--- config.mk ---
export PLATFORM = sky130hd
export DESIGN_NAME = pmc_power_mode_controller
export DESIGN_NICKNAME = d
export VERILOG_FILES = /design/src/logic/pmc_pkg.sv /design/src/logic/pmc_clk_div.sv /design/src/logic/pmc_power_mode_controller.sv
export SDC_FILE = /design/constraint.sdc
export NUM_CORES = 1
export LEC_CHECK = 0
export BUFFER_PORTS_ARGS = -buffer_cell sky130_fd_sc_hd__buf_2
export CAP_MARGIN = 20
export CORE_UTILIZATION = 42
export DETAILED_ROUTE_END_ITERATION = 10
export PLACE_DENSITY = 0.73
export SLEW_MARGIN = 25
export SYNTH_ARGS = -nofsm -noshare
export SYNTH_HDL_FRONTEND = slang
export SYNTH_HIERARCHICAL = 1
export SYNTH_SLANG_ARGS = --single-unit
export TNS_END_PERCENT = 20
--- constraint.sdc ---
create_clock -name ref_clk -period 1.8 [get_ports ref_clk]
set_clock_uncertainty 0.1 [all_clocks]
set_input_delay 0.18 -clock ref_clk [delete_from_list [all_inputs] [get_ports ref_clk]]
set_output_delay 0.18 -clock ref_clk [all_outputs]
set_load 0.1 [all_outputs]
--- src/logic/pmc_pkg.sv ---
// shared constants for the power mode controller
package pmc_pkg;

  // apb register byte offsets
  localparam logic [7:0] CTRL_OFS   = 8'h00;
  localparam logic [7:0] TIMER_OFS  = 8'h04;
  localparam logic [7:0] STATUS_OFS = 8'h08;

  // main_clock_ctrl_status field positions
  localparam int SLOW_SELECT_BIT_POS = 0;
  localparam int WDG_HALT_OPTION_POS = 1;

  // timer control field positions
  localparam int TIMEBASE_IRQ_EN_POS = 0;
  localparam int OVERFLOW_IRQ_EN_POS = 1;
  localparam int TIMER_CLK_SEL_LO_POS = 2;
  localparam int TIMER_CLK_SEL_HI_POS = 3;

  // status field positions
  localparam int STATUS_MODE_POS  = 0;
  localparam int STATUS_IMASK_POS = 4;
  localparam int STATUS_AHALT_POS = 5;

  // reset values
  localparam logic [1:0] CTRL_RST  = 2'h0;
  localparam logic [3:0] TIMER_RST = 4'h0;
  localparam logic       IMASK_RST = 1'b1;

  // clock divide in slow mode and restart delay in cpu clock cycles
  localparam int SLOW_DIV       = 32;
  localparam int RESTART_CYCLES = 256;

  // opcodes seen by the decoder
  localparam logic [7:0] HALT_OPCODE = 8'h8E;
  localparam logic [7:0] WAIT_OPCODE = 8'h8F;

  // operating modes, gray coded along run, wait, halt, active halt, restart
  typedef enum logic [2:0] {
    PMC_RUN   = 3'h0,
    PMC_WAIT  = 3'h1,
    PMC_HALT  = 3'h3,
    PMC_AHALT = 3'h2,
    PMC_DELAY = 3'h6
  } pmc_mode_t;

endpackage : pmc_pkg

--- src/logic/pmc_clk_div.sv ---
// cpu clock enable divider for slow mode
`timescale 1ns/1ps
module pmc_clk_div #(
  parameter int DIV = pmc_pkg::SLOW_DIV  // division in slow mode
) (
  input  wire logic ref_clk,   // system clock
  input  wire logic rst,       // async reset, high
  input  wire logic slow_en,   // divide when high
  output logic      tick_q     // one-cycle cpu clock enable
);
  localparam int CW = $clog2(DIV);

  logic [CW-1:0] cnt_q;

  // full rate gives a tick every cycle; slow mode one tick per DIV cycles
  always_ff @(posedge ref_clk or posedge rst) begin
    if (rst) begin
      cnt_q  <= '0;
      tick_q <= 1'b0;
    end else if (!slow_en) begin
      cnt_q  <= '0;
      tick_q <= 1'b1;
    end else if (cnt_q == CW'(DIV - 1)) begin
      cnt_q  <= '0;
      tick_q <= 1'b1;
    end else begin
      cnt_q  <= cnt_q + 1'b1;
      tick_q <= 1'b0;
    end
  end

endmodule : pmc_clk_div

--- src/logic/pmc_power_mode_controller.sv ---
// power mode controller: slow, wait, active halt and halt sequencing
// Notes on behaviour
// - slow select divides cpu and peripheral clock by 32; clearing restores full rate
// - wait entered while slow gives slow-wait: peripherals divided, cpu stopped
// - wait opcode stops cpu, keeps oscillator and peripherals, clears interrupt mask
// - in wait nothing changes except the interrupt mask being cleared
// - wait ends on any interrupt or reset, then service or reset vector
// - halt picks active halt from timebase enable or overflow enable with select 01
// - active halt wakes only on reset, lite timer or auto-reload timer interrupt
// - reset ending active halt waits 256 cpu cycles before reset vector fetch
// - interrupt ending active halt resumes cpu at once, no delay
// - halt entry clears interrupt mask; pending interrupt wakes immediately
// - active halt runs only oscillator and selected timer, other clocks gated
// - active halt enabled and watchdog option clear: halt gives no watchdog reset
// - full halt ends on halt-capable interrupt or reset after 256 cycles
// - full halt stops oscillator, cpu and all internally clocked peripherals
// - with watchdog running and option set, halt gives watchdog reset instead
// - wake service pushes condition code, sets mask, pop restores it
// - decoder treats opcode 8E as halt
// - timer interrupts wake from wait and active halt, never full halt
`timescale 1ns/1ps
module pmc_power_mode_controller #(
  parameter int          IRQ_N          = 8,       // general interrupt lines
  parameter logic [7:0]  HALT_WAKE_MASK = 8'h0F    // lines able to end full halt
) (
  input  wire logic             ref_clk,        // 50 MHz clock
  input  wire logic             rst,            // async reset, high
  input  wire logic             psel,           // apb select
  input  wire logic             penable,        // apb access phase
  input  wire logic             pwrite,         // apb write
  input  wire logic [7:0]       paddr,          // apb byte address
  input  wire logic [31:0]      pwdata,         // apb write data
  output logic      [31:0]      prdata,         // apb read data
  output logic                  pready,         // apb ready
  output logic                  pslverr,        // apb error, unmapped
  input  wire logic             op_valid,       // cpu decodes an opcode
  input  wire logic [7:0]       op_byte,        // opcode byte
  input  wire logic [IRQ_N-1:0] irq_req,        // pending general interrupts
  input  wire logic             lt_rtc_irq,     // lite timer time base interrupt
  input  wire logic             at_ovf_irq,     // auto-reload overflow interrupt
  input  wire logic             mcu_reset_req,  // chip reset request
  input  wire logic             wdg_active,     // watchdog running
  input  wire logic             ccr_pop,        // cpu pops condition code
  input  wire logic             ccr_pop_imask,  // popped mask value
  output logic                  cpu_clk_en,     // cpu clock enable
  output logic                  periph_clk_en,  // peripheral clock enable
  output logic                  timer_clk_en,   // wake-up timer clock enable
  output logic                  osc_en,         // main oscillator on
  output logic                  imask,          // interrupt mask bit
  output logic                  ccr_push,       // pulse, push condition code
  output logic                  service_irq,    // pulse, service interrupt vector
  output logic                  fetch_reset,    // pulse, fetch reset vector
  output logic                  wdg_reset       // pulse, watchdog reset
);

  localparam logic [7:0] DLY_LAST = 8'(pmc_pkg::RESTART_CYCLES - 1);

  typedef struct packed {
    pmc_pkg::pmc_mode_t mode;
    logic [7:0]         dly;
    logic               from_wait;
    logic               wake_irq;
    logic               imask;
    logic               slow;
    logic               wdg_opt;
    logic [3:0]         tmr;
    logic [31:0]        prdata;
    logic               pready;
    logic               pslverr;
    logic               cpu_en;
    logic               per_en;
    logic               tmr_en;
    logic               osc_en;
    logic               push;
    logic               svc;
    logic               fetch;
    logic               wdg_rst;
  } pmc_state_t;

  pmc_state_t s_q;
  pmc_state_t s_d;
  logic       tick;

  // active halt decision from the timer control bits
  function automatic logic ahalt_enabled(input logic [3:0] t);
    ahalt_enabled = t[pmc_pkg::TIMEBASE_IRQ_EN_POS] ||
                    (t[pmc_pkg::OVERFLOW_IRQ_EN_POS] &&
                     !t[pmc_pkg::TIMER_CLK_SEL_HI_POS] &&
                     t[pmc_pkg::TIMER_CLK_SEL_LO_POS]);
  endfunction : ahalt_enabled

  // slow mode cpu clock enable
  pmc_clk_div #(
    .DIV     (pmc_pkg::SLOW_DIV)
  ) u_div (
    .ref_clk (ref_clk),
    .rst     (rst),
    .slow_en (s_q.slow),
    .tick_q  (tick)
  );

  logic any_irq;
  logic halt_irq;
  logic timer_irq;
  logic apb_setup;
  logic apb_write;

  // wake sources; timer interrupts are kept out of the full halt set
  assign timer_irq = lt_rtc_irq | at_ovf_irq;
  assign any_irq   = (|irq_req) | timer_irq;
  assign halt_irq  = |(irq_req & HALT_WAKE_MASK[IRQ_N-1:0]);
  assign apb_setup = psel & ~penable & ~s_q.pready;
  assign apb_write = psel & penable & s_q.pready & pwrite;

  // next state: register file, mode sequencing and clock gating
  always_comb begin
    s_d         = s_q;
    s_d.push    = 1'b0;
    s_d.svc     = 1'b0;
    s_d.fetch   = 1'b0;
    s_d.wdg_rst = 1'b0;
    s_d.pready  = apb_setup;
    s_d.pslverr = 1'b0;

    // apb read data captured in setup so the access phase needs no wait
    if (apb_setup) begin
      s_d.prdata = 32'h0;
      case (paddr)
        pmc_pkg::CTRL_OFS: begin
          s_d.prdata[pmc_pkg::SLOW_SELECT_BIT_POS] = s_q.slow;
          s_d.prdata[pmc_pkg::WDG_HALT_OPTION_POS] = s_q.wdg_opt;
        end
        pmc_pkg::TIMER_OFS: begin
          s_d.prdata[3:0] = s_q.tmr;
        end
        pmc_pkg::STATUS_OFS: begin
          s_d.prdata[pmc_pkg::STATUS_MODE_POS +: 3] = s_q.mode;
          s_d.prdata[pmc_pkg::STATUS_IMASK_POS]     = s_q.imask;
          s_d.prdata[pmc_pkg::STATUS_AHALT_POS]     = ahalt_enabled(s_q.tmr);
        end
        default: begin
          s_d.pslverr = 1'b1;
        end
      endcase
    end else if (psel & penable & s_q.pready) begin
      s_d.pslverr = s_q.pslverr;
    end

    // writes take effect on the access edge; status is read only
    if (apb_write) begin
      case (paddr)
        pmc_pkg::CTRL_OFS: begin
          s_d.slow    = pwdata[pmc_pkg::SLOW_SELECT_BIT_POS];
          s_d.wdg_opt = pwdata[pmc_pkg::WDG_HALT_OPTION_POS];
        end
        pmc_pkg::TIMER_OFS: begin
          s_d.tmr = pwdata[3:0];
        end
        default: begin
          s_d.tmr = s_q.tmr;
        end
      endcase
    end

    // a popped condition code restores the mask saved at service time
    if (ccr_pop) begin
      s_d.imask = ccr_pop_imask;
    end

    case (s_q.mode)
      pmc_pkg::PMC_RUN: begin
        // opcodes land only on edges where the cpu enable stands, as the cpu sees them
        if (op_valid && s_q.cpu_en && op_byte == pmc_pkg::WAIT_OPCODE) begin
          s_d.mode  = pmc_pkg::PMC_WAIT;
          s_d.imask = 1'b0;
        end else if (op_valid && s_q.cpu_en && op_byte == pmc_pkg::HALT_OPCODE) begin
          if (wdg_active && s_q.wdg_opt) begin
            s_d.wdg_rst = 1'b1;
          end else if (ahalt_enabled(s_q.tmr)) begin
            s_d.mode  = pmc_pkg::PMC_AHALT;
            s_d.imask = 1'b0;
          end else begin
            s_d.mode  = pmc_pkg::PMC_HALT;
            s_d.imask = 1'b0;
          end
        end
      end
      pmc_pkg::PMC_WAIT: begin
        // only the mask moves here; every wake takes the restart delay
        if (mcu_reset_req || any_irq) begin
          s_d.mode      = pmc_pkg::PMC_DELAY;
          s_d.dly       = 8'h00;
          s_d.from_wait = 1'b1;
          s_d.wake_irq  = !mcu_reset_req;
        end
      end
      pmc_pkg::PMC_AHALT: begin
        if (mcu_reset_req) begin
          s_d.mode      = pmc_pkg::PMC_DELAY;
          s_d.dly       = 8'h00;
          s_d.from_wait = 1'b0;
          s_d.wake_irq  = 1'b0;
        end else if (timer_irq) begin
          s_d.mode  = pmc_pkg::PMC_RUN;
          s_d.svc   = 1'b1;
          s_d.push  = 1'b1;
          s_d.imask = 1'b1;
        end
      end
      pmc_pkg::PMC_HALT: begin
        if (mcu_reset_req || halt_irq) begin
          s_d.mode      = pmc_pkg::PMC_DELAY;
          s_d.dly       = 8'h00;
          s_d.from_wait = 1'b0;
          s_d.wake_irq  = !mcu_reset_req;
        end
      end
      pmc_pkg::PMC_DELAY: begin
        // oscillator restart: count cpu clock cycles before resuming
        if (tick) begin
          if (s_q.dly == DLY_LAST) begin
            s_d.mode  = pmc_pkg::PMC_RUN;
            s_d.svc   = s_q.wake_irq;
            s_d.push  = s_q.wake_irq;
            s_d.fetch = !s_q.wake_irq;
            if (s_q.wake_irq) begin
              s_d.imask = 1'b1;
            end
          end else begin
            s_d.dly = s_q.dly + 8'h01;
          end
        end
      end
      default: begin
        s_d.mode = pmc_pkg::PMC_RUN;
      end
    endcase

    // clock gates follow the next mode so they line up with it
    case (s_d.mode)
      pmc_pkg::PMC_RUN: begin
        s_d.cpu_en = tick;
        s_d.per_en = tick;
        s_d.tmr_en = tick;
        s_d.osc_en = 1'b1;
      end
      pmc_pkg::PMC_WAIT: begin
        s_d.cpu_en = 1'b0;
        s_d.per_en = tick;
        s_d.tmr_en = tick;
        s_d.osc_en = 1'b1;
      end
      pmc_pkg::PMC_AHALT: begin
        s_d.cpu_en = 1'b0;
        s_d.per_en = 1'b0;
        s_d.tmr_en = tick;
        s_d.osc_en = 1'b1;
      end
      pmc_pkg::PMC_DELAY: begin
        s_d.cpu_en = 1'b0;
        s_d.per_en = s_d.from_wait & tick;
        s_d.tmr_en = s_d.from_wait & tick;
        s_d.osc_en = 1'b1;
      end
      default: begin
        s_d.cpu_en = 1'b0;
        s_d.per_en = 1'b0;
        s_d.tmr_en = 1'b0;
        s_d.osc_en = 1'b0;
      end
    endcase
  end

  // the whole state registers here; reset holds the run mode with mask set
  always_ff @(posedge ref_clk or posedge rst) begin
    if (rst) begin
      s_q         <= '0;
      s_q.mode    <= pmc_pkg::PMC_RUN;
      s_q.imask   <= pmc_pkg::IMASK_RST;
      s_q.slow    <= pmc_pkg::CTRL_RST[pmc_pkg::SLOW_SELECT_BIT_POS];
      s_q.wdg_opt <= pmc_pkg::CTRL_RST[pmc_pkg::WDG_HALT_OPTION_POS];
      s_q.tmr     <= pmc_pkg::TIMER_RST;
    end else begin
      s_q <= s_d;
    end
  end

  assign prdata        = s_q.prdata;
  assign pready        = s_q.pready;
  assign pslverr       = s_q.pslverr;
  assign cpu_clk_en    = s_q.cpu_en;
  assign periph_clk_en = s_q.per_en;
  assign timer_clk_en  = s_q.tmr_en;
  assign osc_en        = s_q.osc_en;
  assign imask         = s_q.imask;
  assign ccr_push      = s_q.push;
  assign service_irq   = s_q.svc;
  assign fetch_reset   = s_q.fetch;
  assign wdg_reset     = s_q.wdg_rst;
endmodule : pmc_power_mode_controller

After elaboration in Yosys (flattened, before gate mapping)

Cells that the tools add are included.

Multipliers: 0
Reductions and logical operators: 24
Div/mod/pow operators: 0
Shift operators: 0
Equal/unequal tests: 19
Mux-type cells: 47
$lt $le $gt $ge: 0
Bitwise gates (word level): 10
$add $sub $neg: 2

Operator list:

| kind                                          | number |
|---|---|
| one-hot mux 8 bit (4 select lines)            | 1 |
| two-way mux 13 bit                            | 2 |
| == test 8 bit, second input constant          | 3 |
| two-way mux 3 bit                             | 8 |
| two-way mux 1 bit                             | 21 |
| one-hot mux 4 bit (4 select lines)            | 1 |
| one-hot mux 3 bit (5 select lines)            | 1 |
| one-hot mux 2 bit (3 select lines)            | 2 |
| two-way mux 11 bit                            | 1 |
| two-way mux 10 bit                            | 1 |
| two-way mux 5 bit                             | 2 |
| inequality test 2 bit, second input constant  | 5 |
| == test 3 x 2 -> 1 bit, second input constant | 3 |
| adder 8 x 1 -> 8 bit, second input constant   | 1 |
| == test 8 x 3 -> 1 bit, second input constant | 1 |
| == test 8 x 4 -> 1 bit, second input constant | 1 |
| logical NOT 8 bit                             | 1 |
| two-way mux 8 bit                             | 1 |
| OR reduction 8 bit                            | 1 |
| AND 1 bit                                     | 6 |
| == test 3 x 1 -> 1 bit, second input constant | 2 |
| == test 3 bit, second input constant          | 2 |
| logical AND 1 bit                             | 6 |
| logical NOT 3 bit                             | 2 |
| other kinds (18)                              | 27 |

Word-level logic and storage cells: 123
Register bits: 42
Memory bits (writable): 0
Latch bits: 0
Output and inout bits: 43
ROM bits: 0
Memories kept: 0
Bits of input ports: 68

Logic depth before layout (Yosys ltp)

Gate-level depths: netlist of the first run.

Depth after elaboration: 11
Depth in mapped cells: 6
Gate-level depth less buffers: 6

Hierarchy

Netlist of the first run, hierarchy kept.

By module, submodules not included:

| module                    | instances | sequential area each (um2) | area each (um2) | cells an instance |
|---|---|---|---|---|
| pmc_power_mode_controller | 1         | 877.1                      | 2090.8          | 213 |
| pmc_clk_div               | 1         | 150.1                      | 255.2           | 20 |

Worst setup path after synthesis of the first run

OpenSTA, ideal clock, no wires.

Path type: reg-to-reg
From: register s_q (netlist bit cpu_clk_en)
To: register s_q (netlist bit timer_clk_en)
Data arrival time: 1.768 ns
Path buffers: 0
Clock period less this slack: 1.988 ns
Path slack: -0.188 ns
Data required time: 1.580 ns
Stages on the path, launching flop included: 6
Library setup time: 0.120 ns
Path through: dfrtp_1 -> and4_1 -> nand3_1 -> o22ai_1 -> nand2_1 -> and3_1

RTL lines:

| item               | line                            | text |
|---|---|---|
| start: declaration | pmc_power_mode_controller.sv:80 | `pmc_state_t s_q;` |

Worst setup path in the final report of the first run

From: register s_q[51] (netlist bit)
To: register s_q[58] (netlist bit)

Longest elaborated chain between the ends: 4
Elaborated cells between the ends (all ways): 7
Those cells by class: add/sub: 1; eq/ne: 2; mux: 3; reduce/logical: 1

RTL lines:

| item                               | line                             | text |
|---|---|---|
| adder 8 x 1 -> 8 bit               | pmc_power_mode_controller.sv:230 | `s_d.dly = s_q.dly + 8'h01;` |
| two-way mux 8 bit                  | pmc_power_mode_controller.sv:221 | `if (s_q.dly == DLY_LAST) begin` |
| two-way mux 11 bit                 | pmc_power_mode_controller.sv:220 | `if (tick) begin` |
| one-hot mux 8 bit (4 select lines) | pmc_power_mode_controller.sv:170 | `case (s_q.mode)` |

Parallel ways exist; a longest one is shown, timed or not. The select of a mux whose other input is x is not followed.
A chain may end at the register's enable or synchronous reset.

==> results of run 1 <==
[critical path: cells and delay by family (launching register included)]
| kind | cells | cell delay (ps) |
|---|---|---|
| AO/OA/AOI/OAI | 2 | 190 |
| adder cells (fa/ha/maj) | 1 | 200 |
| flip-flops | 1 | 360 |
| AND/OR/NAND/NOR | 3 | 860 |
[cell usage after synthesis (3+ instances only)]
cell	count	share of area, %
ha_1	3	1.6
a21oi_1	7	1.5
o31ai_1	5	1.6
nand3b_1	3	0.96
nor3_1	4	0.85
buf_4	34	11
nand2b_1	3	0.80
and2_1	3	0.80
nand2_1	22	3.5
o21ai_0	11	2.3
mux2_2	7	3.4
dfrtp_1	40	43
mux2i_1	3	1.3
and3_1	4	1.1
nor2b_1	3	0.80
nor2_1	16	2.6
inv_1	5	0.80
nand3_1	10	2.1
[metal layers]
layer,wire length [um],track usage [%],vias up
met5,0,0,-
met4,72,6.73,0
met3,280,4.29,8
met2,2370,29.9,66
met1,2280,23.5,909
li1,-,-,960
[where the power goes]
group / leakage (nW) / switching, mW / internal [mW]
clock network: 0.0543 / 0.339 / 0.415
registers: 0.530 / 0.0540 / 0.980
logic: 0.892 / 0.415 / 0.133
[kinds of logic after synthesis]
kind of cell | synth area share, %
other | 0.160
and+or+nand+nor | 22.6
AOI/OAI and AO/OA | 13.4
xor gates and xnor gates | 1.49
adders and majority gates | 1.60
muxes | 4.64
DFF | 43.8
buffers and inverters | 12.4
[final cells by class]
| class | instances | area, um^2 |
|---|---|---|
| clock inverters | 3 | 46.3 |
| inverters | 5 | 18.8 |
| fillers | 459 | 2240 |
| repair buffers | 93 | 571 |
| multi-input cells | 177 | 1170 |
| flip-flops and latches | 41 | 1030 |
| well taps | 70 | 87.6 |
| clock buffers | 5 | 68.8 |
[through the flow]
stage / hold WS, ps / util [%] / instances / worst slack (ps)
2_1_floorplan: -129 / - / 258 / 3.79
5_1_grt: 5.16 / 57.3 / 394 / -104
3_5_place_dp: 14.2 / 52.3 / 375 / -129
6_report: 6.01 / 57.3 / 394 / -39.2
3_3_place_gp: 14.2 / 52.3 / 375 / -39.4
4_1_cts: 3.29 / 56.6 / 394 / -19.1
[worst min-delay path by stage]
stage                                    end  slack [ps]
floorplan           u_div/cnt_q[0]$_DFF_PP0_        -130
finish                   s_q[44]$_DFFE_PP0P_           6
global route             s_q[44]$_DFFE_PP0P_           5
detailed placement  u_div/cnt_q[0]$_DFF_PP0_          10
global placement    u_div/cnt_q[1]$_DFF_PP0_          10
CTS                      s_q[44]$_DFFE_PP0P_           3
[repair_timing]
action,in CTS,in global routing
cloned,1,0
buffers inserted,8,0
gates resized for setup,5,14
pin swaps,3,6
setup endpoints to repair,11,10
hold endpoints to repair,41,0
hold buffers,2,0
==> results.py, run 1 <==
metrics = {
    "critical_path": {
        "path_max_fanout": 5,
        "worstPathRequired_ps": 1880,
        "worstReg2RegEnd": "s_q[58]$_DFFE_PP0P_",
        "slowest_delay_ps": 590,
        "cp-endpoint": "s_q[58]$_DFFE_PP0P_",
        "crit_type": "reg2reg",
        "r2r_start": "s_q[51]$_DFFE_PP0P_",
        "regToRegSetupSlack_ps": -40,
        "startpoint": "s_q[51]$_DFFE_PP0P_",
        "crit_chain": "ha_2, nand3_2, or4_4, o211ai_4, or4_4, a21boi_2",
        "crit_arrival_ps": 1920,
        "cp_slowest_cell": "or4_4",
        "reg2reg_depth": 6,
        "worst_path_most_repeated_cell": "or4_4",
        "end_kind": "flop",
        "start_kind": "flop",
    },
    "global_route": {
        "grt_start_max_net_pins": 36,
        "grt_pass1_vias": 1914,
        "grtUsageTotal_pct": 18.3,
        "antenna_found_initial": 0,
        "grt_pass1_wl_mm": 8.58,
        "grt_overflow_total": 0,
    },
    "die": {
        "row_count": 26,
        "die_width_um": 76.7,
        "die_height_um": 76.7,
        "start_util_pct": 44.8,
        "dieArea_um2": 5890,
        "io-pin-count": 111,
        "core_area_um2": 5240,
    },
    "clocking": {
        "clk_pin_slew_ps": 80,
        "clk_latency_ps": 300,
        "cts_tree": "done",
        "cts_root_buf": "clkbuf_8",
        "h-tree-depth": 2,
        "numCtsBuffers": 5,
        "clockBufferDepth": 2,
        "clock_sinks": 41,
    },
    "cells_and_area": {
        "layout_commonest_cell": "buf_2",
        "drive_gt1_share_pct": 41.7,
        "final_design_area_no_fill_um2": 3000,
        "nets": 394,
        "syn_to_final_growth_pct": 27.9,
        "layout_common_cells": "buf_2, dfrtp_1, buf_4",
        "antenna_cells": 0,
        "largest_register_ffs": 19,
        "largest-register": "s_q",
    },
    "route": {
        "viasPerCell": 4.93,
        "drt-total-wl_mm": 5.00,
        "drc": 0,
        "vias": 1943,
        "ant_nets": 0,
        "drt_first_pass_iters": 4,
        "drt-initial-drc-count": 104,
        "wire_per_inst_um": 12.7,
    },
    "pwr": {
        "irDropWorstVdd_uv": 403,
        "p_leak_nw": 1.48,
        "power-per-cell-area_nw_per_um2": 779,
        "power_mw": 2.34,
    },
    "placed_design": {
        "place_hpwl_mm": 3.68,
        "place_area_um2": 2740,
        "place_congestion": 0.793,
        "io_buffers": 56,
    },
    "yosys": {
        "ys_async_sr_fraction_pct": 100,
        "synthesis.area_um2": 2350,
        "synth_flop_cell": "dfrtp_1",
        "synth.distinct_cells": 56,
        "synth-edff-count": 0,
        "ys_seq_area_share_pct": 43.8,
        "syn_area_per_cell_um2": 10.1,
        "syn_inst": 233,
        "yosys_register_bits": 41,
        "yosysWarnings": 6,
    },
    "sta": {
        "fin_crit_ps": 1840,
        "setup_violations": 5,
        "slew_violations": 0,
        "finalCritPeriodShare_pct": 102,
        "fin_tns_setup_ps": -92.3,
        "fmax_mhz": 544,
        "timing.final.ws_setup_ps": -39.2,
        "rsz0062_at_grt": "yes",
        "hold_viol_final": 0,
    },
    "run_status": {
        "violations": "negative setup slack",
        "status": "finished with violations",
    },
    "worst_hold_path": {
        "hold_class": "in2reg",
        "worstHoldStart": "pwdata[2]",
        "hold_depth": 2,
    },
    "job": {
        "maxCapViolations": 0,
    },
}
No activity file was read; power rests on OpenSTA's default activity.
==> run 2, diff against run 1 <==
--- a/config.mk
+++ b/config.mk
@@ -7,7 +7,9 @@
 export LEC_CHECK = 0
 export BUFFER_PORTS_ARGS = -buffer_cell sky130_fd_sc_hd__buf_2
 export CAP_MARGIN = 20
-export CORE_UTILIZATION = 42
+export CELL_PAD_IN_SITES_DETAIL_PLACEMENT = 1
+export CELL_PAD_IN_SITES_GLOBAL_PLACEMENT = 2
+export CORE_UTILIZATION = 24
 export DETAILED_ROUTE_END_ITERATION = 10
 export PLACE_DENSITY = 0.73
 export SLEW_MARGIN = 25
==> run 2 against run 1 <==
Compared with the run above: flip-flop and latch count stayed put; count of clock-buffer cells in the layout grew 2; utilization decreased by 24 points; critical path depth rose by 1; the flow still finishes with violations (negative setup slack); largest cell class unchanged; setup slack worse by 17 ps; total power up 0.51%.
==> results.py, run 2 (same netlist as run 1, synthesis figures left out) <==
metrics = {
    "run_status": {
        "status": "finished with violations",
        "violations": "negative setup slack",
    },
    "cells_and_area": {
        "final.fill_count": 1104,
        "nets": 393,
        "layout_commonest_cell": "buf_2",
        "fin_cells": 452,
        "final_design_area_no_fill_um2": 3080,
        "antenna_cells": 0,
        "syn_to_final_growth_pct": 31.3,
        "drive_gt1_share_pct": 41.5,
        "largest_register_ffs": 19,
        "layout_common_cells": "buf_2, dfrtp_1, buf_4",
        "largest-register": "s_q",
        "finish.utilization_pct": 32.9,
    },
    "die": {
        "dieArea_um2": 10200,
        "io-pin-count": 111,
        "die_width_um": 101,
        "start_util_pct": 25.0,
        "die_height_um": 101,
        "core_area_um2": 9370,
        "row_count": 35,
    },
    "route": {
        "vias": 1948,
        "viasPerCell": 4.31,
        "drt-total-wl_mm": 5.79,
        "drt_first_pass_iters": 4,
        "drt-initial-drc-count": 47,
        "wire_per_inst_um": 12.8,
        "ant_nets": 0,
        "drc": 0,
    },
    "sta": {
        "setup_violations": 5,
        "fin_crit_ps": 1860,
        "fmax_mhz": 539,
        "hold_viol_final": 0,
        "rsz0062_at_grt": "yes",
        "finalCritPeriodShare_pct": 103,
        "timing.final.ws_setup_ps": -56.4,
        "slew_violations": 0,
    },
    "clocking": {
        "clockBufferDepth": 2,
        "numCtsBuffers": 5,
        "cts_root_buf": "clkbuf_8",
        "clk_pin_slew_ps": 80,
        "cts_tree": "done",
        "clock_sinks": 41,
        "clk_latency_ps": 290,
        "h-tree-depth": 2,
    },
    "placed_design": {
        "place_congestion": 0.770,
        "placed_cells": 437,
        "place_hpwl_mm": 4.51,
        "place_area_um2": 2840,
        "io_buffers": 56,
    },
    "job": {
        "maxCapViolations": 0,
    },
    "critical_path": {
        "start_kind": "flop",
        "crit_type": "reg2reg",
        "path_max_fanout": 6,
        "cp_slowest_cell": "or4_4",
        "end_kind": "flop",
        "crit_arrival_ps": 1990,
        "worst_path_most_repeated_cell": "buf_6",
        "worstPathRequired_ps": 1940,
        "crit_chain": "ha_4, nand3_4, or4_4, o211ai_4, buf_6, buf_6, a21o_1",
        "slowest_delay_ps": 570,
    },
    "pwr": {
        "power_mw": 2.35,
        "irDropWorstVdd_uv": 296,
        "p_leak_nw": 1.48,
        "power-per-cell-area_nw_per_um2": 763,
    },
    "global_route": {
        "grt_pass1_vias": 1990,
        "grt_start_max_net_pins": 36,
        "grt_pass1_wl_mm": 9.36,
        "antenna_found_initial": 0,
        "grtUsageTotal_pct": 11.9,
        "grt_overflow_total": 0,
    },
    "worst_hold_path": {
        "hold_class": "in2reg",
    },
}
[run 2: cell types whose count changed in the layout (fill, tap and decap cells not counted), sizes merged]
cell | previous run | this run
buf | 91 | 92
clkbuf | 5 | 7
clkinv | 1 | 0
dlygate4sd3 | 2 | 1
clkinvlp | 1 | 0
o211ai | 2 | 1
[run 2: cell type report]
| type | count | area [um^2] | share of cell area (%) |
|---|---|---|---|
| clock buffers | 7 | 86.3 | 2.80 |
| clock inverters | 1 | 30.0 | 0.975 |
| inverters | 5 | 18.8 | 0.610 |
| multi-input cells | 176 | 1180 | 38.3 |
| flip-flops and latches | 41 | 1030 | 33.6 |
| well taps | 129 | 161 | 5.24 |
| repair buffers | 93 | 568 | 18.4 |
[run 2: critical path, delay by kind of cell (launching register included)]
family,cells,cell delay [ps]
buffers and inverters,2,250
AO/OA/AOI/OAI,2,240
AND/OR/NAND/NOR,2,650
flip-flops,1,400
adder cells (fa/ha/maj),1,170
[run 2: timing repair]
item,4_1_cts,5_1_grt
setup endpoints to repair,13,15
setup buffers,0,6
endpoints found under the hold margin,40,0
pin swaps,2,8
gates resized for setup,6,16
hold buffers,1,0
[run 2: routing by layer]
layer | wire, um | part of all wire [%] | vias up | global-route usage (%)
met5 | 0 | 0 | - | 0
met4 | 72 | 1.2 | 0 | 4.01
met3 | 250 | 4.3 | 6 | 2.29
met2 | 2750 | 48 | 54 | 20.0
met1 | 2710 | 47 | 943 | 15.4
li1 | - | - | 945 | -
[run 2: path summary, 6_finish.rpt]
check | startpoint | end | slack [ps] | cells after the start
max | s_q[52]$_DFFE_PP0P_ | s_q[51]$_DFFE_PP0P_ | -60 | 7
max in group asynchronous | rst | imask$_DFF_PP1_ | 830 | 4
max reg2reg | s_q[52]$_DFFE_PP0P_ | s_q[51]$_DFFE_PP0P_ | -60 | 7
min | pwdata[3] | s_q[45]$_DFFE_PP0P_ | 20 | 2
min reg2reg | u_div/cnt_q[0]$_DFF_PP0_ | u_div/cnt_q[0]$_DFF_PP0_ | 370 | 1
min in group asynchronous | rst | u_div/cnt_q[1]$_DFF_PP0_ | 240 | 3
[run 2: metrics by stage]
step / hold slack [ps] / setup WS, ps / setup TNS (ps)
after CTS: 14.3 / -51.4 / -238
final: 24.2 / -56.4 / -144
after floorplan: -129 / 3.79 / 0
after global placement: 14.1 / -77.8 / -377
after detailed placement: 16.6 / -98.8 / -599
after global routing: 13.9 / -130 / -829
[run 2: report_power, final]
group	total, mW	internal [mW]	switching (mW)
combinational	0.542	0.129	0.413
clock	0.766	0.452	0.313
sequential	1.04	0.980	0.0602
==> run 3, diff against run 2 <==
--- a/config.mk
+++ b/config.mk
@@ -5,13 +5,15 @@
 export SDC_FILE = /design/constraint.sdc
 export NUM_CORES = 1
 export LEC_CHECK = 0
+export ABC_AREA = 1
+export ABC_CLOCK_PERIOD_IN_PS = 1800
 export BUFFER_PORTS_ARGS = -buffer_cell sky130_fd_sc_hd__buf_2
 export CAP_MARGIN = 20
 export CELL_PAD_IN_SITES_DETAIL_PLACEMENT = 1
 export CELL_PAD_IN_SITES_GLOBAL_PLACEMENT = 2
-export CORE_UTILIZATION = 24
+export CORE_UTILIZATION = 23
 export DETAILED_ROUTE_END_ITERATION = 10
-export PLACE_DENSITY = 0.73
+export PLACE_DENSITY = 0.74
 export SLEW_MARGIN = 25
 export SYNTH_ARGS = -nofsm -noshare
 export SYNTH_HDL_FRONTEND = slang
==> run 3 against run 2 <==
Compared with the run above: synthesized cell count up 43%; utilization down 4.9 points; count of clock-buffer cells in the layout down 1; fmax up 7.0%; the run now ends clean; synthesized area up 8.6%; sequential power up 6%; critical endpoint is now cpu_clk_en$_DFF_PP0_; cell area down 1.9%; register-to-register slack better by 120 ps; global-route usage down 0.45 points; first-iteration DRC count up 51%; die area up 13%.
==> results.py, run 3 <==
metrics = {
    "run_status": {
        "status": "finished clean",
    },
    "critical_path": {
        "path_buf_inv": 1,
        "startpoint": "s_q[51]$_DFFE_PP0P_",
        "r2r_start": "s_q[51]$_DFFE_PP0P_",
        "crit_type": "reg2reg",
        "slowest_delay_ps": 400,
        "worst_path_most_repeated_cell": "nor2_4",
        "cp_slowest_cell": "dfrtp_1",
        "start_kind": "flop",
        "crit_arrival_ps": 1860,
        "worstPathRequired_ps": 1930,
        "cp_top_family": "simple AND/OR/NAND/NOR gates",
        "crit_chain": "ha_2, nand2_2, nor2_4, nand4_1, nand2_2, nand2_1, nor2_4, nand2_4, nor2_4, inv_2, nor2_2",
        "end_kind": "flop",
        "path_max_fanout": 4,
    },
    "yosys": {
        "synthesis.area_um2": 2550,
        "yosys_register_bits": 41,
        "synthTopCellsByArea": "dfrtp_1, nand2_1, buf_4",
        "ys_seq_area_share_pct": 40.3,
        "ys_async_sr_fraction_pct": 100,
        "synth_largest_area_cell": "dfrtp_1",
        "synth.distinct_cells": 38,
        "syn_inst": 334,
        "synth.top_cell.area_share_pct": 39.3,
        "yosysWarnings": 6,
        "syn_area_per_cell_um2": 7.63,
        "synth-edff-count": 0,
        "synth_flop_cell": "dfrtp_1",
        "synthTopCellsByCount": "nand2_1, inv_1, dfrtp_1",
        "synth_most_common_cell": "nand2_1",
    },
    "route": {
        "drt-total-wl_mm": 6.04,
        "ant_nets": 0,
        "viasPerCell": 4.17,
        "drc": 0,
        "vias": 2240,
        "drt-initial-drc-count": 71,
        "wire_per_inst_um": 11.2,
        "drt_first_pass_iters": 4,
    },
    "sta": {
        "fin_tns_setup_ps": 0,
        "setup_violations": 0,
        "hold_viol_final": 0,
        "rsz0062_at_grt": "yes",
        "fmax_mhz": 576,
        "fin_crit_ps": 1740,
        "slew_violations": 0,
        "finalCritPeriodShare_pct": 96.4,
    },
    "clocking": {
        "clk_latency_ps": 300,
        "h-tree-depth": 2,
        "cts_tree": "done",
        "cts_root_buf": "clkbuf_8",
        "clock_sinks": 41,
        "clockBufferDepth": 2,
        "clk_pin_slew_ps": 80,
        "numCtsBuffers": 5,
    },
    "worst_hold_path": {
        "worstHoldStart": "pwdata[2]",
        "hold_class": "in2reg",
    },
    "cells_and_area": {
        "largest_register_ffs": 19,
        "largest-register": "s_q",
        "seq_area_um2": 1030,
        "drive_gt1_share_pct": 26.4,
        "layout_common_cells": "nand2_1, buf_2, inv_1",
        "final.fill_count": 1338,
        "multi_input_area_um2": 1160,
        "finish.utilization_pct": 28.0,
        "syn_to_final_growth_pct": 18.6,
        "antenna_cells": 0,
        "nets": 467,
        "layout_commonest_cell": "nand2_1",
    },
    "global_route": {
        "grtUsageTotal_pct": 11.5,
        "antenna_found_initial": 0,
        "grt_overflow_total": 0,
        "grt_pass1_wl_mm": 10.5,
        "grt_pass1_vias": 2262,
        "grt_start_max_net_pins": 26,
    },
    "die": {
        "start_util_pct": 23.6,
        "io-pin-count": 111,
        "core_area_um2": 10800,
        "die_height_um": 107,
        "dieArea_um2": 11500,
        "row_count": 38,
        "die_width_um": 107,
    },
    "pwr": {
        "power-per-cell-area_nw_per_um2": 1030,
        "p_leak_nw": 1.59,
        "power_mw": 3.13,
        "irDropWorstVdd_uv": 412,
    },
    "placed_design": {
        "place_hpwl_mm": 4.97,
        "place_congestion": 0.752,
        "io_buffers": 56,
    },
    "job": {
        "maxCapViolations": 0,
    },
}
run 3: cell families (layout without fill, tap and decap cells):
group,Yosys count,count (layout),synth area share (%)
simple gates,165,165,31.5
compound gates,34,34,7.76
fa+ha+maj,3,3,1.47
flops,41,41,40.3
other cells,1,26,0.147
buf+inv,90,128,18.8
run 3: power by group:
| group | total [mW] | switching [mW] | internal (mW) |
|---|---|---|---|
| clock network | 0.603 | 0.330 | 0.273 |
| logic | 1.42 | 1.11 | 0.309 |
| registers | 1.10 | 0.0827 | 1.02 |
run 3: final cells by class:
class / count / area share (%)
multi-input combinational: 228 / 38.4
sequential: 41 / 34.0
timing repair buffer: 65 / 12.0
clock buffer: 6 / 2.40
clock inverter: 2 / 0.497
tap: 140 / 5.80
inverter: 55 / 6.83
run 3: worst min-delay path: cells and delay by family:
family | cells | cell delay (ps)
and+or+nand+nor | 1 | 30
buffers and inverters | 1 | 70
AOI/OAI and AO/OA | 1 | 100
run 3: layer usage:
layer	track usage, %	vias up	routed length (um)
met5	0	-	0
met4	3.82	0	87
met3	1.82	6	219
met2	18.5	53	2820
met1	15.6	1053	2920
li1	-	1128	-
run 3: per-stage QoR:
step                area [um^2]  hold slack [ps]  std cells  setup WS [ps]
CTS                        2970             19.0        534           28.6
global route               3020             29.8        537          -56.7
finish                     3020             27.9        537           64.5
global placement           2880             27.0        525           89.8
floorplan                  2640             -129        359           30.3
detailed placement         2880             25.0        525           45.4
run 3: final timing paths:
kind                                          end  slack, ps  cells past startpoint
hold / removal                s_q[44]$_DFFE_PP0P_         30                      3
setup / recovery             cpu_clk_en$_DFF_PP0_         60                     11
min in group asynchronous  u_div/tick_q$_DFF_PP0_        260                      3
max in group asynchronous    cpu_clk_en$_DFF_PP0_        730                      4
hold reg to reg             fetch_reset$_DFF_PP0_        380                      1
setup reg to reg             cpu_clk_en$_DFF_PP0_         60                     11
run 3: repair_timing:
item                                    4_1_cts  5_1_grt
hold buffers                                  1        0
setup buffers                                 0        3
endpoints found under the setup margin        0       11
gates resized for setup                       0        8
hold endpoints to repair                     15        0
